`config.mk`:
```
export PLATFORM = sky130hd
export DESIGN_NAME = smoke_ctrl
export DESIGN_NICKNAME = d
export VERILOG_FILES = /design/src/smoke_pkg.sv /design/src/io_link_if.sv /design/src/io_link.sv /design/src/smoke_ctrl.sv
export SDC_FILE = /design/constraint.sdc
export NUM_CORES = 1
export LEC_CHECK = 0
export ABC_AREA = 1
export ABC_CLOCK_PERIOD_IN_PS = 2900
export BUFFER_PORTS_ARGS = -buffer_cell sky130_fd_sc_hd__buf_4
export CORE_ASPECT_RATIO = 1.1
export CORE_MARGIN = 2
export CORE_UTILIZATION = 56
export DETAILED_ROUTE_END_ITERATION = 7
export PLACE_DENSITY = 0.81
export SLEW_MARGIN = 20
export SYNTH_ARGS = -nofsm -noshare
export SYNTH_HDL_FRONTEND = slang
export SYNTH_SLANG_ARGS = --single-unit
```
`constraint.sdc`:
```
create_clock -name pclk -period 2.9 [get_ports pclk]
set_input_delay 0.29 -clock pclk [delete_from_list [all_inputs] [get_ports pclk]]
set_output_delay 0.29 -clock pclk [all_outputs]
set_load 0.01 [all_outputs]
```
`src/smoke_pkg.sv`:
```
// Notes on behaviour
// RULE1 - discharge interconnect one second after local alarm
// RULE2 - filtered remote high enters remote alarm, horn
// RULE3 - interconnect input filtered for 500 ms
// RULE4 - latch battery result at LED pulse end
// RULE5 - low battery chirps 7.9 ms every 32 s
// RULE6 - chamber test every 32 s, high gain
// RULE7 - two chamber fails give 32 s chirps
// RULE8 - battery chirp after LED, chamber 16.2 s later
// RULE9 - no battery or chamber checks in alarm
// RULE10 - diagnostic entry after one held oscillator clock
// RULE11 - diagnostic: bias on, emitter every clock
// RULE12 - diagnostic: interconnect input only, routes amplifier
// RULE13 - diagnostic: reference picks gain and output pin
// RULE14 - diagnostic: feedback high enables gain hysteresis
// RULE15 - diagnostic: external clock on oscillator pin
// RULE16 - diagnostic: horn electrode shows integrator result
// RULE17 - diagnostic: LED shows low battery comparator
// RULE18 - no smoke sample while horn sounds
// RULE19 - local horn cycle completes; remote stops
// RULE20 - battery chirp suppressed in any alarm
// RULE21 - discharge only after local, never remote
// RULE22 - three smoke detections enter local alarm
// RULE23 - local alarm drives interconnect, ignores input
// RULE24 - standby LED pulse 7.9 ms every 32 s
// RULE25 - filtered input low leaves remote alarm
package smoke_pkg;

   // ==========================================================
   // time base
   localparam int unsigned CLK_MHZ = 10;
   localparam int unsigned T_OSC_US = 7900;
   localparam int unsigned T_DIAG_OSC_US = 10500;
   localparam int unsigned T_PERIOD_US = 32000000;
   localparam int unsigned T_SAMPLE_US = 8100000;
   localparam int unsigned T_FAST_US = 250000;
   localparam int unsigned T_CHAMBER_OFS_US = 16200000;
   localparam int unsigned T_FILTER_US = 500000;
   localparam int unsigned T_DUMP_US = 1000000;
   localparam int unsigned T_HORN_ON_US = 500000;
   localparam int unsigned T_HORN_PERIOD_US = 1000000;
   localparam int unsigned T_LED_ALARM_US = 500000;
   localparam int unsigned T_EMIT_US = 100;

   localparam int unsigned OSC_CYC = T_OSC_US * CLK_MHZ;
   localparam int unsigned DIAG_OSC_CYC = T_DIAG_OSC_US * CLK_MHZ;
   localparam int unsigned PERIOD_CYC = T_PERIOD_US * CLK_MHZ;
   localparam int unsigned SAMPLE_CYC = T_SAMPLE_US * CLK_MHZ;
   localparam int unsigned FAST_CYC = T_FAST_US * CLK_MHZ;
   localparam int unsigned CHAMBER_OFS_CYC = T_CHAMBER_OFS_US * CLK_MHZ;
   localparam int unsigned FILTER_CYC = T_FILTER_US * CLK_MHZ;
   localparam int unsigned DUMP_CYC = T_DUMP_US * CLK_MHZ;
   localparam int unsigned HORN_ON_CYC = T_HORN_ON_US * CLK_MHZ;
   localparam int unsigned HORN_PERIOD_CYC = T_HORN_PERIOD_US * CLK_MHZ;
   localparam int unsigned LED_ALARM_CYC = T_LED_ALARM_US * CLK_MHZ;
   localparam logic [31:0] EMIT_CYC = 32'(T_EMIT_US * CLK_MHZ);

   // ==========================================================
   // detection counts
   localparam logic [1:0] SMOKE_HITS = 2'h3;
   localparam logic [1:0] CLEAR_HITS = 2'h3;
   localparam logic [1:0] CHAMBER_FAILS = 2'h2;

   // ==========================================================
   // register map
   localparam logic [7:0] ADDR_CTRL = 8'h00;
   localparam logic [7:0] ADDR_STATUS = 8'h04;
   localparam int CTRL_DIAG_EXIT_BIT = 0;
   localparam int CTRL_EXT_CLK_BIT = 1;
   localparam logic CTRL_EXT_CLK_RESET = 1'b0;
   localparam int STAT_MODE_LSB = 0;
   localparam int STAT_LOW_BATT_BIT = 4;
   localparam int STAT_CHAMBER_BIT = 5;
   localparam int STAT_REMOTE_BIT = 6;
   localparam int STAT_DUMP_BIT = 7;
   localparam int STAT_HORN_BIT = 8;

   // ==========================================================
   // operating modes
   typedef enum logic [3:0] {
      ST_STANDBY = 4'b0001,
      ST_LOCAL = 4'b0010,
      ST_REMOTE = 4'b0100,
      ST_DIAG = 4'b1000
   } mode_t;

endpackage

```
`src/io_link_if.sv`:
```
`timescale 1ns/1ns
// core side drives the pin level and alarm state, link side answers
interface io_link_if;
   logic io_level;
   logic local_alarm;
   logic ignore_input;
   logic remote_level;
   logic discharge_on;
   modport core (output io_level, output local_alarm,
                 output ignore_input, input remote_level,
                 input discharge_on);
   modport link (input io_level, input local_alarm,
                 input ignore_input, output remote_level,
                 output discharge_on);
endinterface

```
`src/io_link.sv`:
```
`timescale 1ns/1ns
module io_link
   import smoke_pkg::*;
#(
   parameter int unsigned FILT_CYC = FILTER_CYC,
   parameter int unsigned DISCH_CYC = DUMP_CYC
) (
   // clock and reset
   input wire logic pclk,
   input wire logic presetn,
   // core side
   io_link_if.link lnk
);

   logic [31:0] filt_cnt;
   logic [31:0] dump_cnt;
   logic local_prev;
   logic remote_q;

   // ==========================================================
   // level must hold a full filter time before it counts
   // pulsed co-alarm signals never stay long enough to pass
   always_ff @(posedge pclk or negedge presetn) begin
      if (!presetn) begin
         filt_cnt <= 32'h0;
         remote_q <= 1'b0;
      end else if (lnk.ignore_input) begin
         filt_cnt <= 32'h0; // RULE23
         remote_q <= 1'b0;
      end else if (lnk.io_level == remote_q) begin
         filt_cnt <= 32'h0;
      end else if (filt_cnt == FILT_CYC - 1) begin
         filt_cnt <= 32'h0; // RULE3
         remote_q <= lnk.io_level;
      end else begin
         filt_cnt <= filt_cnt + 32'h1;
      end
   end

   // ==========================================================
   // pull-down armed only by the end of a local alarm
   always_ff @(posedge pclk or negedge presetn) begin
      if (!presetn) begin
         local_prev <= 1'b0;
         dump_cnt <= 32'h0;
      end else begin
         local_prev <= lnk.local_alarm;
         if (local_prev && !lnk.local_alarm) begin
            dump_cnt <= DISCH_CYC; // RULE1 RULE21
         end else if (lnk.local_alarm) begin
            dump_cnt <= 32'h0;
         end else if (dump_cnt != 32'h0) begin
            dump_cnt <= dump_cnt - 32'h1;
         end
      end
   end

   assign lnk.remote_level = remote_q;
   assign lnk.discharge_on = (dump_cnt != 32'h0);

endmodule

```
`src/smoke_ctrl.sv`:
```
// Our own choices: the APB register port and the address map.
`timescale 1ns/1ns
module smoke_ctrl
   import smoke_pkg::*;
#(
   parameter int unsigned P_OSC_CYC = OSC_CYC,
   parameter int unsigned P_DIAG_OSC_CYC = DIAG_OSC_CYC,
   parameter int unsigned P_PERIOD_CYC = PERIOD_CYC,
   parameter int unsigned P_SAMPLE_CYC = SAMPLE_CYC,
   parameter int unsigned P_FAST_CYC = FAST_CYC,
   parameter int unsigned P_CHAMBER_OFS_CYC = CHAMBER_OFS_CYC,
   parameter int unsigned P_FILTER_CYC = FILTER_CYC,
   parameter int unsigned P_DUMP_CYC = DUMP_CYC,
   parameter int unsigned P_HORN_ON_CYC = HORN_ON_CYC,
   parameter int unsigned P_HORN_PERIOD_CYC = HORN_PERIOD_CYC,
   parameter int unsigned P_LED_ALARM_CYC = LED_ALARM_CYC
) (
   // clock and reset
   input wire logic pclk,
   input wire logic presetn,
   // apb slave
   input wire logic psel,
   input wire logic penable,
   input wire logic pwrite,
   input wire logic [7:0] paddr,
   input wire logic [31:0] pwdata,
   output logic [31:0] prdata,
   output logic pready,
   output logic pslverr,
   // analog front end results
   input wire logic smoke_detected,
   input wire logic low_batt_compare,
   input wire logic chamber_fail_compare,
   input wire logic test_diag_entry,
   input wire logic battery_threshold_ref,
   input wire logic feed_in,
   input wire logic osc_capacitor_pin,
   // interconnect pin
   input wire logic io_in,
   output logic io_out,
   output logic io_oe,
   output logic io_discharge,
   // horn, indicator and front end controls
   output logic horn_metal_drive,
   output logic led_on,
   output logic emitter_drive,
   output logic amp_bias_on,
   output logic high_gain_sel,
   output logic hysteresis_en,
   output logic amp_to_high_gain_cap_pin,
   output logic amp_to_normal_gain_cap_pin
);

   // window test used for the chirp, chamber test and chamber emitter slots of the timing cycles
   function automatic logic in_window(input logic [31:0] cnt,
                                      input logic [31:0] start,
                                      input logic [31:0] len);
      in_window = (cnt >= start) && (cnt < start + len);
   endfunction

   io_link_if lnk ();

   mode_t mode;
   mode_t next_mode;
   logic [31:0] phase_cnt;
   logic [31:0] smp_cnt;
   logic [31:0] smp_limit;
   logic [31:0] horn_cnt;
   logic [31:0] hold_cnt;
   logic [31:0] dtick_cnt;
   logic [31:0] emit_cnt;
   logic [31:0] phase_limit;
   logic [31:0] status_word;
   logic [1:0] smoke_hits;
   logic [1:0] clear_hits;
   logic [1:0] chamber_fails;
   logic low_batt;
   logic chamber_fault;
   logic horn_run;
   logic ext_clk_sel;
   logic diag_exit;
   logic osc_prev;
   logic standby;
   logic local_m;
   logic diag;
   logic alarm_horn;
   logic lb_chirp;
   logic ch_chirp;
   logic horn_on;
   logic smp_window;
   logic smp_take;
   logic chamber_win;
   logic chamber_end;
   logic lb_end;
   logic diag_enter;
   logic diag_tick;
   logic diag_emit;
   logic norm_emit;
   logic apb_setup;
   logic apb_access;
   logic addr_ok;

   // ==========================================================
   // interconnect filter and discharge
   io_link #(
      .FILT_CYC(P_FILTER_CYC),
      .DISCH_CYC(P_DUMP_CYC)
   ) u_io_link (
      .pclk(pclk),
      .presetn(presetn),
      .lnk(lnk)
   );

   assign lnk.io_level = io_in;
   assign lnk.local_alarm = local_m;
   // own drive and test modes must not feed back as remote alarm
   assign lnk.ignore_input = local_m || diag; // RULE23 RULE12

   // ==========================================================
   // decoded timing slots
   assign standby = (mode == ST_STANDBY);
   assign local_m = (mode == ST_LOCAL);
   assign diag = (mode == ST_DIAG);
   assign alarm_horn = horn_run && (horn_cnt < P_HORN_ON_CYC);
   // chirps live only in standby, so alarms silence them
   assign lb_chirp = standby && low_batt &&
      in_window(phase_cnt, P_OSC_CYC, P_OSC_CYC); // RULE5 RULE8 RULE20
   assign ch_chirp = standby && chamber_fault &&
      in_window(phase_cnt, P_OSC_CYC + P_CHAMBER_OFS_CYC,
                P_OSC_CYC); // RULE7 RULE8
   assign horn_on = alarm_horn || lb_chirp || ch_chirp;
   assign smp_window = (standby || local_m) && (smp_cnt < P_OSC_CYC);
   // a sample overlapped by the horn is thrown away
   assign smp_take = smp_window && (smp_cnt == P_OSC_CYC - 1) &&
      !horn_on; // RULE18
   assign smp_limit = (smoke_hits != 2'h0 || local_m) ?
      P_FAST_CYC : P_SAMPLE_CYC;
   assign lb_end = standby && (phase_cnt == P_OSC_CYC - 1); // RULE4
   assign chamber_win = standby &&
      in_window(phase_cnt, 2 * P_OSC_CYC, P_OSC_CYC); // RULE6 RULE9
   assign chamber_end = standby && (phase_cnt == 3 * P_OSC_CYC - 1);
   assign phase_limit = local_m ? P_LED_ALARM_CYC : P_PERIOD_CYC;
   assign diag_enter = test_diag_entry &&
      (hold_cnt == P_OSC_CYC - 1); // RULE10
   assign diag_tick = diag && (ext_clk_sel ?
      (osc_capacitor_pin && !osc_prev) :
      (dtick_cnt == P_DIAG_OSC_CYC - 1)); // RULE15 RULE11
   assign diag_emit = (emit_cnt != 32'h0);
   assign norm_emit = (smp_window && !horn_on &&
      smp_cnt >= P_OSC_CYC - EMIT_CYC) ||
      (standby && in_window(phase_cnt, 3 * P_OSC_CYC - EMIT_CYC,
                            EMIT_CYC));

   // ==========================================================
   // mode selection
   always_comb begin
      next_mode = mode;
      case (mode)
         ST_STANDBY: begin
            if (diag_enter) begin
               next_mode = ST_DIAG;
            end else if (smp_take && smoke_detected &&
                         smoke_hits == SMOKE_HITS - 2'h1) begin
               next_mode = ST_LOCAL; // RULE22
            end else if (lnk.remote_level) begin
               next_mode = ST_REMOTE; // RULE2
            end
         end
         ST_REMOTE: begin
            if (diag_enter) begin
               next_mode = ST_DIAG;
            end else if (!lnk.remote_level) begin
               next_mode = ST_STANDBY; // RULE25
            end
         end
         ST_LOCAL: begin
            if (diag_enter) begin
               next_mode = ST_DIAG;
            end else if (smp_take && !smoke_detected &&
                         clear_hits == CLEAR_HITS - 2'h1) begin
               next_mode = ST_STANDBY;
            end
         end
         ST_DIAG: begin
            if (diag_exit) begin
               next_mode = ST_STANDBY;
            end
         end
         default: begin
            next_mode = ST_STANDBY;
         end
      endcase
   end

   always_ff @(posedge pclk or negedge presetn) begin
      if (!presetn) begin
         mode <= ST_STANDBY;
      end else begin
         mode <= next_mode;
      end
   end

   // ==========================================================
   // 32 s cycle in standby, LED cycle in local alarm
   // restarts on every mode change so standby timing resumes clean
   always_ff @(posedge pclk or negedge presetn) begin
      if (!presetn) begin
         phase_cnt <= 32'h0;
      end else if (next_mode != mode || !(standby || local_m)) begin
         phase_cnt <= 32'h0; // RULE25
      end else if (phase_cnt == phase_limit - 1) begin
         phase_cnt <= 32'h0;
      end else begin
         phase_cnt <= phase_cnt + 32'h1;
      end
   end

   // ==========================================================
   // smoke sampling interval, held at its start while horn sounds
   always_ff @(posedge pclk or negedge presetn) begin
      if (!presetn) begin
         smp_cnt <= 32'h0;
      end else if (!(standby || local_m)) begin
         smp_cnt <= 32'h0;
      end else if (smp_cnt == 32'h0 && horn_on) begin
         smp_cnt <= 32'h0; // RULE18
      end else if (smp_cnt >= smp_limit - 1) begin
         smp_cnt <= 32'h0;
      end else begin
         smp_cnt <= smp_cnt + 32'h1;
      end
   end

   // consecutive smoke and clear counts
   always_ff @(posedge pclk or negedge presetn) begin
      if (!presetn) begin
         smoke_hits <= 2'h0;
         clear_hits <= 2'h0;
      end else if (next_mode != mode) begin
         smoke_hits <= 2'h0;
         clear_hits <= 2'h0;
      end else if (smp_take && standby) begin
         smoke_hits <= smoke_detected ? smoke_hits + 2'h1 : 2'h0;
      end else if (smp_take && local_m) begin
         clear_hits <= smoke_detected ? 2'h0 : clear_hits + 2'h1;
      end
   end

   // ==========================================================
   // horn cycle in alarm
   // local finishes the running burst, remote cuts it at once
   always_ff @(posedge pclk or negedge presetn) begin
      if (!presetn) begin
         horn_run <= 1'b0;
         horn_cnt <= 32'h0;
      end else if (mode == ST_REMOTE && next_mode != ST_REMOTE) begin
         horn_run <= 1'b0; // RULE19
         horn_cnt <= 32'h0;
      end else if (local_m || mode == ST_REMOTE) begin
         horn_run <= 1'b1; // RULE2 RULE22
         if (horn_cnt == P_HORN_PERIOD_CYC - 1) begin
            horn_cnt <= 32'h0;
         end else begin
            horn_cnt <= horn_cnt + 32'h1;
         end
      end else if (horn_run) begin
         if (horn_cnt >= P_HORN_ON_CYC - 1) begin
            horn_run <= 1'b0; // RULE19
            horn_cnt <= 32'h0;
         end else begin
            horn_cnt <= horn_cnt + 32'h1;
         end
      end
   end

   // ==========================================================
   // battery latch and chamber fault tracking, standby only
   always_ff @(posedge pclk or negedge presetn) begin
      if (!presetn) begin
         low_batt <= 1'b0;
      end else if (lb_end) begin
         low_batt <= low_batt_compare; // RULE4 RULE5 RULE9
      end
   end

   always_ff @(posedge pclk or negedge presetn) begin
      if (!presetn) begin
         chamber_fails <= 2'h0;
         chamber_fault <= 1'b0;
      end else if (chamber_end && chamber_fail_compare) begin
         if (chamber_fails != CHAMBER_FAILS) begin
            chamber_fails <= chamber_fails + 2'h1;
         end
         if (chamber_fails >= CHAMBER_FAILS - 2'h1) begin
            chamber_fault <= 1'b1; // RULE7
         end
      end else if (chamber_end) begin
         chamber_fails <= 2'h0;
         chamber_fault <= 1'b0;
      end
   end

   // ==========================================================
   // diagnostic entry hold and diagnostic emitter clock
   always_ff @(posedge pclk or negedge presetn) begin
      if (!presetn) begin
         hold_cnt <= 32'h0;
         dtick_cnt <= 32'h0;
         emit_cnt <= 32'h0;
         osc_prev <= 1'b0;
      end else begin
         osc_prev <= osc_capacitor_pin;
         if (!test_diag_entry || diag || diag_enter) begin
            hold_cnt <= 32'h0;
         end else begin
            hold_cnt <= hold_cnt + 32'h1; // RULE10
         end
         if (!diag || dtick_cnt == P_DIAG_OSC_CYC - 1) begin
            dtick_cnt <= 32'h0;
         end else begin
            dtick_cnt <= dtick_cnt + 32'h1;
         end
         if (diag_tick) begin
            emit_cnt <= EMIT_CYC; // RULE11
         end else if (!diag) begin
            emit_cnt <= 32'h0;
         end else if (emit_cnt != 32'h0) begin
            emit_cnt <= emit_cnt - 32'h1;
         end
      end
   end

   // ==========================================================
   // pin outputs, all from flip-flops
   always_ff @(posedge pclk or negedge presetn) begin
      if (!presetn) begin
         io_out <= 1'b0;
         io_oe <= 1'b0;
         io_discharge <= 1'b0;
         horn_metal_drive <= 1'b0;
         led_on <= 1'b0;
         emitter_drive <= 1'b0;
         amp_bias_on <= 1'b0;
         high_gain_sel <= 1'b0;
         hysteresis_en <= 1'b0;
         amp_to_high_gain_cap_pin <= 1'b0;
         amp_to_normal_gain_cap_pin <= 1'b0;
      end else if (diag) begin
         io_out <= 1'b0; // RULE12
         io_oe <= 1'b0;
         io_discharge <= 1'b0;
         horn_metal_drive <= smoke_detected; // RULE16
         led_on <= low_batt_compare; // RULE17
         emitter_drive <= diag_emit; // RULE11
         amp_bias_on <= 1'b1; // RULE11
         high_gain_sel <= io_in && battery_threshold_ref; // RULE13
         hysteresis_en <= !battery_threshold_ref && feed_in; // RULE14
         amp_to_high_gain_cap_pin <= io_in && !battery_threshold_ref &&
            diag_emit; // RULE12 RULE13
         amp_to_normal_gain_cap_pin <= io_in && battery_threshold_ref &&
            diag_emit; // RULE12 RULE13
      end else begin
         io_out <= local_m; // RULE23
         io_oe <= local_m; // RULE23
         io_discharge <= lnk.discharge_on; // RULE1
         horn_metal_drive <= horn_on;
         // standby pulse per 32 s, faster in local, dark in remote
         led_on <= (standby || local_m) &&
            (phase_cnt < P_OSC_CYC); // RULE24
         emitter_drive <= norm_emit;
         amp_bias_on <= (smp_window && !horn_on) || chamber_win;
         high_gain_sel <= chamber_win; // RULE6
         hysteresis_en <= local_m;
         amp_to_high_gain_cap_pin <= 1'b0;
         amp_to_normal_gain_cap_pin <= 1'b0;
      end
   end

   // ==========================================================
   // apb slave, zero wait states
   assign apb_setup = psel && !penable;
   assign apb_access = psel && penable;
   assign addr_ok = (paddr == ADDR_CTRL) || (paddr == ADDR_STATUS);
   assign pready = 1'b1;
   assign pslverr = apb_access && !addr_ok;

   always_comb begin
      status_word = 32'h0;
      status_word[STAT_MODE_LSB +: 4] = mode;
      status_word[STAT_LOW_BATT_BIT] = low_batt;
      status_word[STAT_CHAMBER_BIT] = chamber_fault;
      status_word[STAT_REMOTE_BIT] = lnk.remote_level;
      status_word[STAT_DUMP_BIT] = lnk.discharge_on;
      status_word[STAT_HORN_BIT] = horn_on;
   end

   // read data captured in setup so it stands through access
   always_ff @(posedge pclk or negedge presetn) begin
      if (!presetn) begin
         prdata <= 32'h0;
      end else if (apb_setup && !pwrite) begin
         if (paddr == ADDR_CTRL) begin
            prdata <= 32'h0;
            prdata[CTRL_EXT_CLK_BIT] <= ext_clk_sel;
         end else if (paddr == ADDR_STATUS) begin
            prdata <= status_word;
         end else begin
            prdata <= 32'h0;
         end
      end
   end

   // control writes: clock source select and diagnostic exit pulse
   always_ff @(posedge pclk or negedge presetn) begin
      if (!presetn) begin
         ext_clk_sel <= CTRL_EXT_CLK_RESET;
         diag_exit <= 1'b0;
      end else if (apb_access && pwrite && paddr == ADDR_CTRL) begin
         ext_clk_sel <= pwdata[CTRL_EXT_CLK_BIT];
         diag_exit <= pwdata[CTRL_DIAG_EXIT_BIT];
      end else begin
         diag_exit <= 1'b0;
      end
   end

endmodule

```
### Word-level counts from Yosys, hierarchy flattened

Cells that the tools add are included.

| word-level totals | value |
|---|---|
| memories kept | 0 |
| latch bits | 0 |
| memory bits (writable) | 0 |
| flip-flop bits (word level) | 316 |
| memory bits (read-only) | 0 |
| word-level logic and storage cells | 230 |
| output and inout bits | 45 |
| bits of input ports | 53 |

| cells by class | value |
|---|---|
| multiply operators | 0 |
| add/subtract/negate cells | 13 |
| div/mod/pow operators | 0 |
| bitwise gates (word level) | 0 |
| $lt $le $gt $ge | 14 |
| shift operators | 0 |
| reduce and logical (&&, ||, !) cells | 82 |
| equal/unequal tests | 24 |
| mux-type cells | 66 |

Operator list:

| cell | count |
|---|---|
| $mux W32 | 21 |
| $add A32 B1 Y32 const B | 6 |
| $eq A32 B17 Y1 const B | 4 |
| $ge A32 B17 Y1 const B | 2 |
| $ge A32 B18 Y1 const B | 2 |
| $lt A32 B17 Y1 const B | 2 |
| $lt A32 B18 Y1 const B | 2 |
| $reduce_bool A32 Y1 | 2 |
| $sub A32 B1 Y32 const B | 2 |
| $logic_and A1 B1 Y1 | 43 |
| $eq A32 B18 Y1 const B | 1 |
| $eq A32 B23 Y1 const B | 1 |
| $eq A32 B24 Y1 const B | 1 |
| $eq A32 B32 Y1 | 1 |
| $ge A32 B23 Y1 const B | 1 |
| $ge A32 B28 Y1 const B | 1 |
| $ge A32 B32 Y1 | 1 |
| $logic_not A32 Y1 | 1 |
| $lt A32 B23 Y1 const B | 1 |
| $lt A32 B28 Y1 const B | 1 |
| $mux W4 | 8 |
| $sub A29 B1 Y30 const B | 1 |
| $mux W29 | 1 |
| $sub A27 B1 Y28 const B | 1 |
| other kinds (25) | 92 |

### Logic depth before layout (Yosys ltp)

| depth | value |
|---|---|
| word-level depth | 15 |
| mapped depth | 22 |
| mapped depth without buffers | 20 |

### Cells and area by module

From an unflattened synthesis, not the netlist that was laid out.

| unflattened totals | value |
|---|---|
| cells, all modules | 2530 |
| area total of the unflattened synthesis | 18237.5 sq um |

Modules (own cells, without submodules):

| module | area each (sq um) | instances | cells each | sequential area each (sq um) |
|---|---|---|---|---|
| smoke_ctrl | 14169.8 | 1 | 1932 | 5681.7 |
| io_link | 4067.7 | 1 | 598 | 1651.6 |

### Least setup slack after synthesis

OpenSTA, ideal clock, no wires.

| timing | value |
|---|---|
| path type | flip-flop to flip-flop |
| from | reg mode[2] |
| to | reg smp_cnt[26] |
| clock period less this slack | 3167 ps |
| setup slack | -267 ps |
| arrival | 3095 ps |
| cell stages (with the launch flop) | 18 |
| required time | 2828 ps |
| library setup time | 72 ps |
| path buffers | 2 |
| cell sequence | dfrtp_1 > nor2_2 > inv_1 > nor3_4 > buf_2 > inv_1 > nand2_1 > inv_1 > ha_1 > and3_1 > a21oi_1 > a21oi_1 > a2111oi_0 > nand2_1 > nand2_1 > nand3_1 > clkbuf_1 > nor2_1 |

| between the ends | value |
|---|---|
| longest elaborated chain between the ends | 8 |
| elaborated cells on any way between the ends | 17 |
| those cells by class | add/sub: 1; order compare: 1; eq/ne: 2; mux: 4; reduce/logical: 9 |

Ends and longest elaborated chain:

| element | RTL line | source |
|---|---|---|
| start, declared | smoke_ctrl.sv:63 | `mode_t mode;` |
| start signal, assigned | smoke_ctrl.sv:199 | `mode <= next_mode;` |
| $eq A4 B2 Y1 / $eq A4 B1 Y1 (equally long branches) | smoke_ctrl.sv:122, smoke_ctrl.sv:121 |  |
| $logic_or A1 B1 Y1 / $logic_and A1 B1 Y1 (equally long branches) | smoke_ctrl.sv:136, smoke_ctrl.sv:126 |  |
| $mux W27 / $logic_and A1 B1 Y1 (equally long branches) | smoke_ctrl.sv:136, smoke_ctrl.sv:126 |  |
| $sub A27 B1 Y28 / $logic_or A1 B1 Y1 (equally long branches) | smoke_ctrl.sv:227, smoke_ctrl.sv:131 |  |
| $ge A32 B32 Y1 / $logic_or A1 B1 Y1 (equally long branches) | smoke_ctrl.sv:227, smoke_ctrl.sv:131 |  |
| $mux W32 / $logic_and A1 B1 Y1 (equally long branches) | smoke_ctrl.sv:227, smoke_ctrl.sv:225 |  |
| $mux W32 | smoke_ctrl.sv:225 | `end else if (smp_cnt == 32'h0 && horn_on) begin` |
| $mux W32 * | smoke_ctrl.sv:223 | `end else if (!(standby \|\| local_m)) begin` |
| end signal, assigned | smoke_ctrl.sv:230 | `smp_cnt <= smp_cnt + 32'h1;` |
| end, declared | smoke_ctrl.sv:66 | `logic [31:0] smp_cnt;` |

Mark *: on every way between the ends. The rest lies on a longest branch, timed or not.
A chain may end at the register's enable or synchronous reset.

### Worst setup path in the final report

| timing | value |
|---|---|
| from | reg mode[3] |
| to | reg phase_cnt[26] |

| between the ends | value |
|---|---|
| longest elaborated chain between the ends | 15 |
| elaborated cells on any way between the ends | 36 |
| those cells by class | add/sub: 1; eq/ne: 6; mux: 12; reduce/logical: 17 |

Ends and longest elaborated chain:

| element | RTL line | source |
|---|---|---|
| parallel branches: the longest is 14 deep, another holds $sub A29 B1 Y30 | n/a |  |
| $mux W32 * | smoke_ctrl.sv:209 | `end else if (next_mode != mode \|\| !(standby \|\| local_m)) begin` |
| end signal, assigned | smoke_ctrl.sv:214 | `phase_cnt <= phase_cnt + 32'h1;` |
| end, declared | smoke_ctrl.sv:65 | `logic [31:0] phase_cnt;` |

Every way passes the cells marked *.

==> flow_summary.yaml <==
timing:
  timing.clock.skew_ns: 0.00652
  finalHoldViolations: 0
  finalSetupViolations: 0
  slew_violations: 0
  final_period_minus_worst_setup_slack_ns: 2.78
  max_clock_freq_mhz: 359
  slew_headroom_pct: 46.7
  grt_setup_unrepaired: "true"
  period_share_pct: 96.0
  worst_pin_slew_ns: 0.779
grt:
  grt_antenna_before_repair: 0
  grt_util_all_layers_pct: 25.8
  pin_count_of_the_biggest_net_entering_global_routing: 80
  grt_pass1_wl_mm: 69.7
  vias_in_the_first_global_route: 15200
  grt-ovfl-total: 0
placed_design:
  buffer_ports.inserted: 43
  finalWeightedCongestion: 0.932
  placedInstanceArea_mm2: 0.0182
  detailed_place_hpwl_mm: 29.6
floorplanning:
  io-pin-count: 98
  floorplan.initialDensity_pct: 56.7
  design.die.area_mm2: 0.0323
  row_count: 67
  fp.dieW_um: 171
  core_area_mm2: 0.0304
  die_span_in_y_um: 188
critical_path:
  worstSetupPathType: "flip-flop to flip-flop"
  crit_top_cell: "nor2_4"
  worst_ep_arrival_time_ns: 3.29
  r2r-start: "mode[3]$_DFF_PN0_"
  crit-reg2reg-capture: "phase_cnt[26]$_DFF_PN0_"
  cp_slowest_cell: "dfrtp_1"
  r2r.worst_path.cells: 19
  start_kind: "flip-flop"
  path_max_fanout: 8
  data_required_time_of_the_critical_path_ns: 3.40
  worst_setup_path_end_kind: "flip-flop"
  worstPathBufferInverterCount: 5
  cp_cell_sequence: "nor2_2 > inv_2 > nor3_4 > buf_6 > buf_12 > nor2_4 > nor2_4 > nand2_4 > nor2_4 > buf_4 > nand4_1 > nand2_1 > nand2_1 > nand2_1 > nand3_2 > nor2_4 > nand3_4 > clkbuf_16 > nor2_2"
  worstSetupStartpoint: "mode[3]$_DFF_PN0_"
  r2r_slack_ns: 0.12
  cp_max_stage_delay_ns: 0.41
  path_delay_family: "simple AND/OR/NAND/NOR gates"
final_layout:
  antenna_cells_inserted: 0
  layout_cell_share_with_drive_strength_beyond_1_pct: 11.7
  stdcell_area_mm2: 0.0198
  syn2layout_area_growth_pct: 14.8
  filler_cell_count: 2521
  final_util_pct: 65.1
  fin_nets: 2466
cts:
  clk_root_buffer_cell: "clkbuf_16"
  cts.clk_slew.worst_paths_ns: 0.06
  numCtsBuffers: 30
  cts_tree: "done"
  cts_max_level: 1
  tritoncts_num_sinks: 293
  cts_max_path_buffers: 3
  worst_skew_pair.late_latency_ns: 0.57
yosys:
  yosys_most_used_dff: "dfrtp_1"
  synth.lib_cells_used.distinct: 60
  synth-edff-count: 0
  synth_cells: 2274
  synth_warnings: 0
  syn_area_mm2: 0.0173
  average_footprint_of_a_synthesized_cell_um2: 7.59
  ys_ff_latch: 293
  synth.yosys.seq_area_share_pct: 42.5
  async_reset_ff_share_pct: 100
routing:
  route.detailed.wl_per_inst_um: 15.0
  via_count: 15800
  routed_wirelength_mm: 42.2
  drt_first_pass_iters: 7
  drt-initial-drc-count: 1393
  ant_nets: 0
  route.detailed.vias_per_inst: 5.59
  remaining_drc_errors: 0
worst_hold_path:
  worst_hold_path_type: "primary input to flip-flop"
  worstHoldStart: "pwdata[0]"
  worst_hold_path_cells: 3
  worst_hold_path.endpoint: "diag_exit$_DFF_PN0_"
power_and_ir_drop:
  power-per-cell-area_mw_per_mm2: 423
  leakage_nw: 9.62
  ir_worst_vdd_mv: 0.769
job:
  drv.max_cap_violation_count: 0
run_status:
  result_of_the_run: "completed"
## flip-flops by register name, indices dropped and copies added (netlist names), 2 cells and up
| signal | count |
|---|---|
| dtick_cnt | 32 |
| emit_cnt | 32 |
| u_io_link.filt_cnt | 32 |
| prdata | 9 |
| phase_cnt | 32 |
| mode | 4 |
| chamber_fails | 2 |
| smp_cnt | 32 |
| horn_cnt | 32 |
| smoke_hits | 2 |
| hold_cnt | 32 |
| clear_hits | 2 |
| u_io_link.dump_cnt | 32 |
## power by group
group	switching (mW)	internal, mW	total [mW]
Clock	1.62	2.45	4.07
Sequential	0.00682	4.10	4.11
Combinational	0.150	0.0603	0.210
Total	1.77	6.61	8.39
## placed cells by master (no fill, tap or decap), drive strengths merged, types with 7 or more instances in the layout
cell	n
dlygate4sd3	8
nand3b	7
inv	331
clkbuf	49
a211oi	9
nor4	71
nor2	382
o21ai	103
xor2	91
dfrtp	292
buf	97
nor3	119
conb	28
nand4	80
nand2	388
a31oi	11
nor3b	12
clkinv	7
o22ai	24
nand3	114
ha	29
xnor2	18
a21oi	88
## worst max path at each step
| stage | endpoint | slack (ns) | depth (start not counted) |
|---|---|---|---|
| CTS | smp_cnt[20]$_DFF_PN0_ | 0.05 | 16 |
| floorplan | smp_cnt[27]$_DFF_PN0_ | 0.03 | 17 |
| global route | hold_cnt[28]$_DFF_PN0_ | -0.07 | 18 |
| detailed placement | smp_cnt[20]$_DFF_PN0_ | 0.07 | 16 |
| global placement | smp_cnt[25]$_DFF_PN0_ | 0.18 | 18 |
| finish | phase_cnt[26]$_DFF_PN0_ | 0.12 | 19 |
## metrics by stage
stage	worst slack [ns]	setup TNS [ns]	hold WS [ns]	std cells	power, mW
after floorplan	0.0279	0	-0.00559	2300	4.26
after global placement	0.180	0	0.266	2738	4.38
after detailed placement	0.0656	0	0.273	2738	4.38
after CTS	0.0454	0	0.00226	2801	8.44
after global routing	-0.0743	-1.19	0.0278	2821	8.64
final	0.115	0	0.0311	2821	8.39
## cell families (layout without fill, tap and decap cells)
family | count (synthesis) | after routing | share of synthesized area (%)
and+or+nand+nor | 1186 | 1186 | 31.8
buffers and inverters | 390 | 497 | 9.34
DFF | 293 | 293 | 42.5
AOI/OAI and AO/OA | 264 | 264 | 8.62
xor gates and xnor gates | 109 | 109 | 5.53
adders and majority gates | 29 | 29 | 2.10
other | 2 | 28 | 0.0435
muxes | 1 | 1 | 0.0652
## worst register-to-register path: stages, from the launching register on
cell and delay, ns:
dfrtp_1 0.41, nor2_2 0.12, inv_2 0.07, nor3_4 0.24
buf_6 0.15, buf_12 0.11, nor2_4 0.06, nor2_4 0.12
nand2_4 0.08, nor2_4 0.18, buf_4 0.14, nand4_1 0.09
nand2_1 0.12, nand2_1 0.08, nand2_1 0.07, nand3_2 0.08
nor2_4 0.14, nand3_4 0.16, clkbuf_16 0.23, nor2_2 0.09
## cell usage after synthesis, types with 11 or more instances
master      n  area, um2
nand2_1   382       1430
nor2_1    336       1260
inv_1     320       1200
dfrtp_1   292       7310
nor3_1    112        561
nand3_1   111        556
o21ai_0   101        505
xor2_1     91        797
a21oi_1    88        440
nand4_1    80        500
nor4_1     68        425
nor2_2     39        244
ha_1       29        363
buf_4      26        195
o22ai_1    24        150
xnor2_1    18        158
clkbuf_1   16       60.1
nor3b_1    12       90.1
a31oi_1    11       68.8
## area by class of cell
class                   instances  area (um2)  area share [%]
multi-input cells            1617        8630            43.5
clock inverters                11         158           0.795
flip-flops and latches        293        7340            37.0
inverters                     332        1260            6.34
repair buffers                110        1040            5.24
clock buffers                  44         885            4.46
well taps                     414         518            2.61
## timing repair
item,4_1_cts,5_1_grt
resized for setup,0,64
buffers inserted,0,14
setup endpoints to repair,0,98
endpoints found under the hold margin,63,0
hold buffers,8,0
## metal layers
layer | wire length, um | global-route usage, % | share of wire [%] | vias up
met1 | 17700 | 33.5 | 42 | 7480
met2 | 20700 | 44.4 | 49 | 508
met4 | 1560 | 9.45 | 3.7 | 0
met5 | 0 | 0 | 0 | -
met3 | 2200 | 2.75 | 5.2 | 104
li1 | - | - | - | 7670
Note: power is estimated with default switching activity, not from simulation.
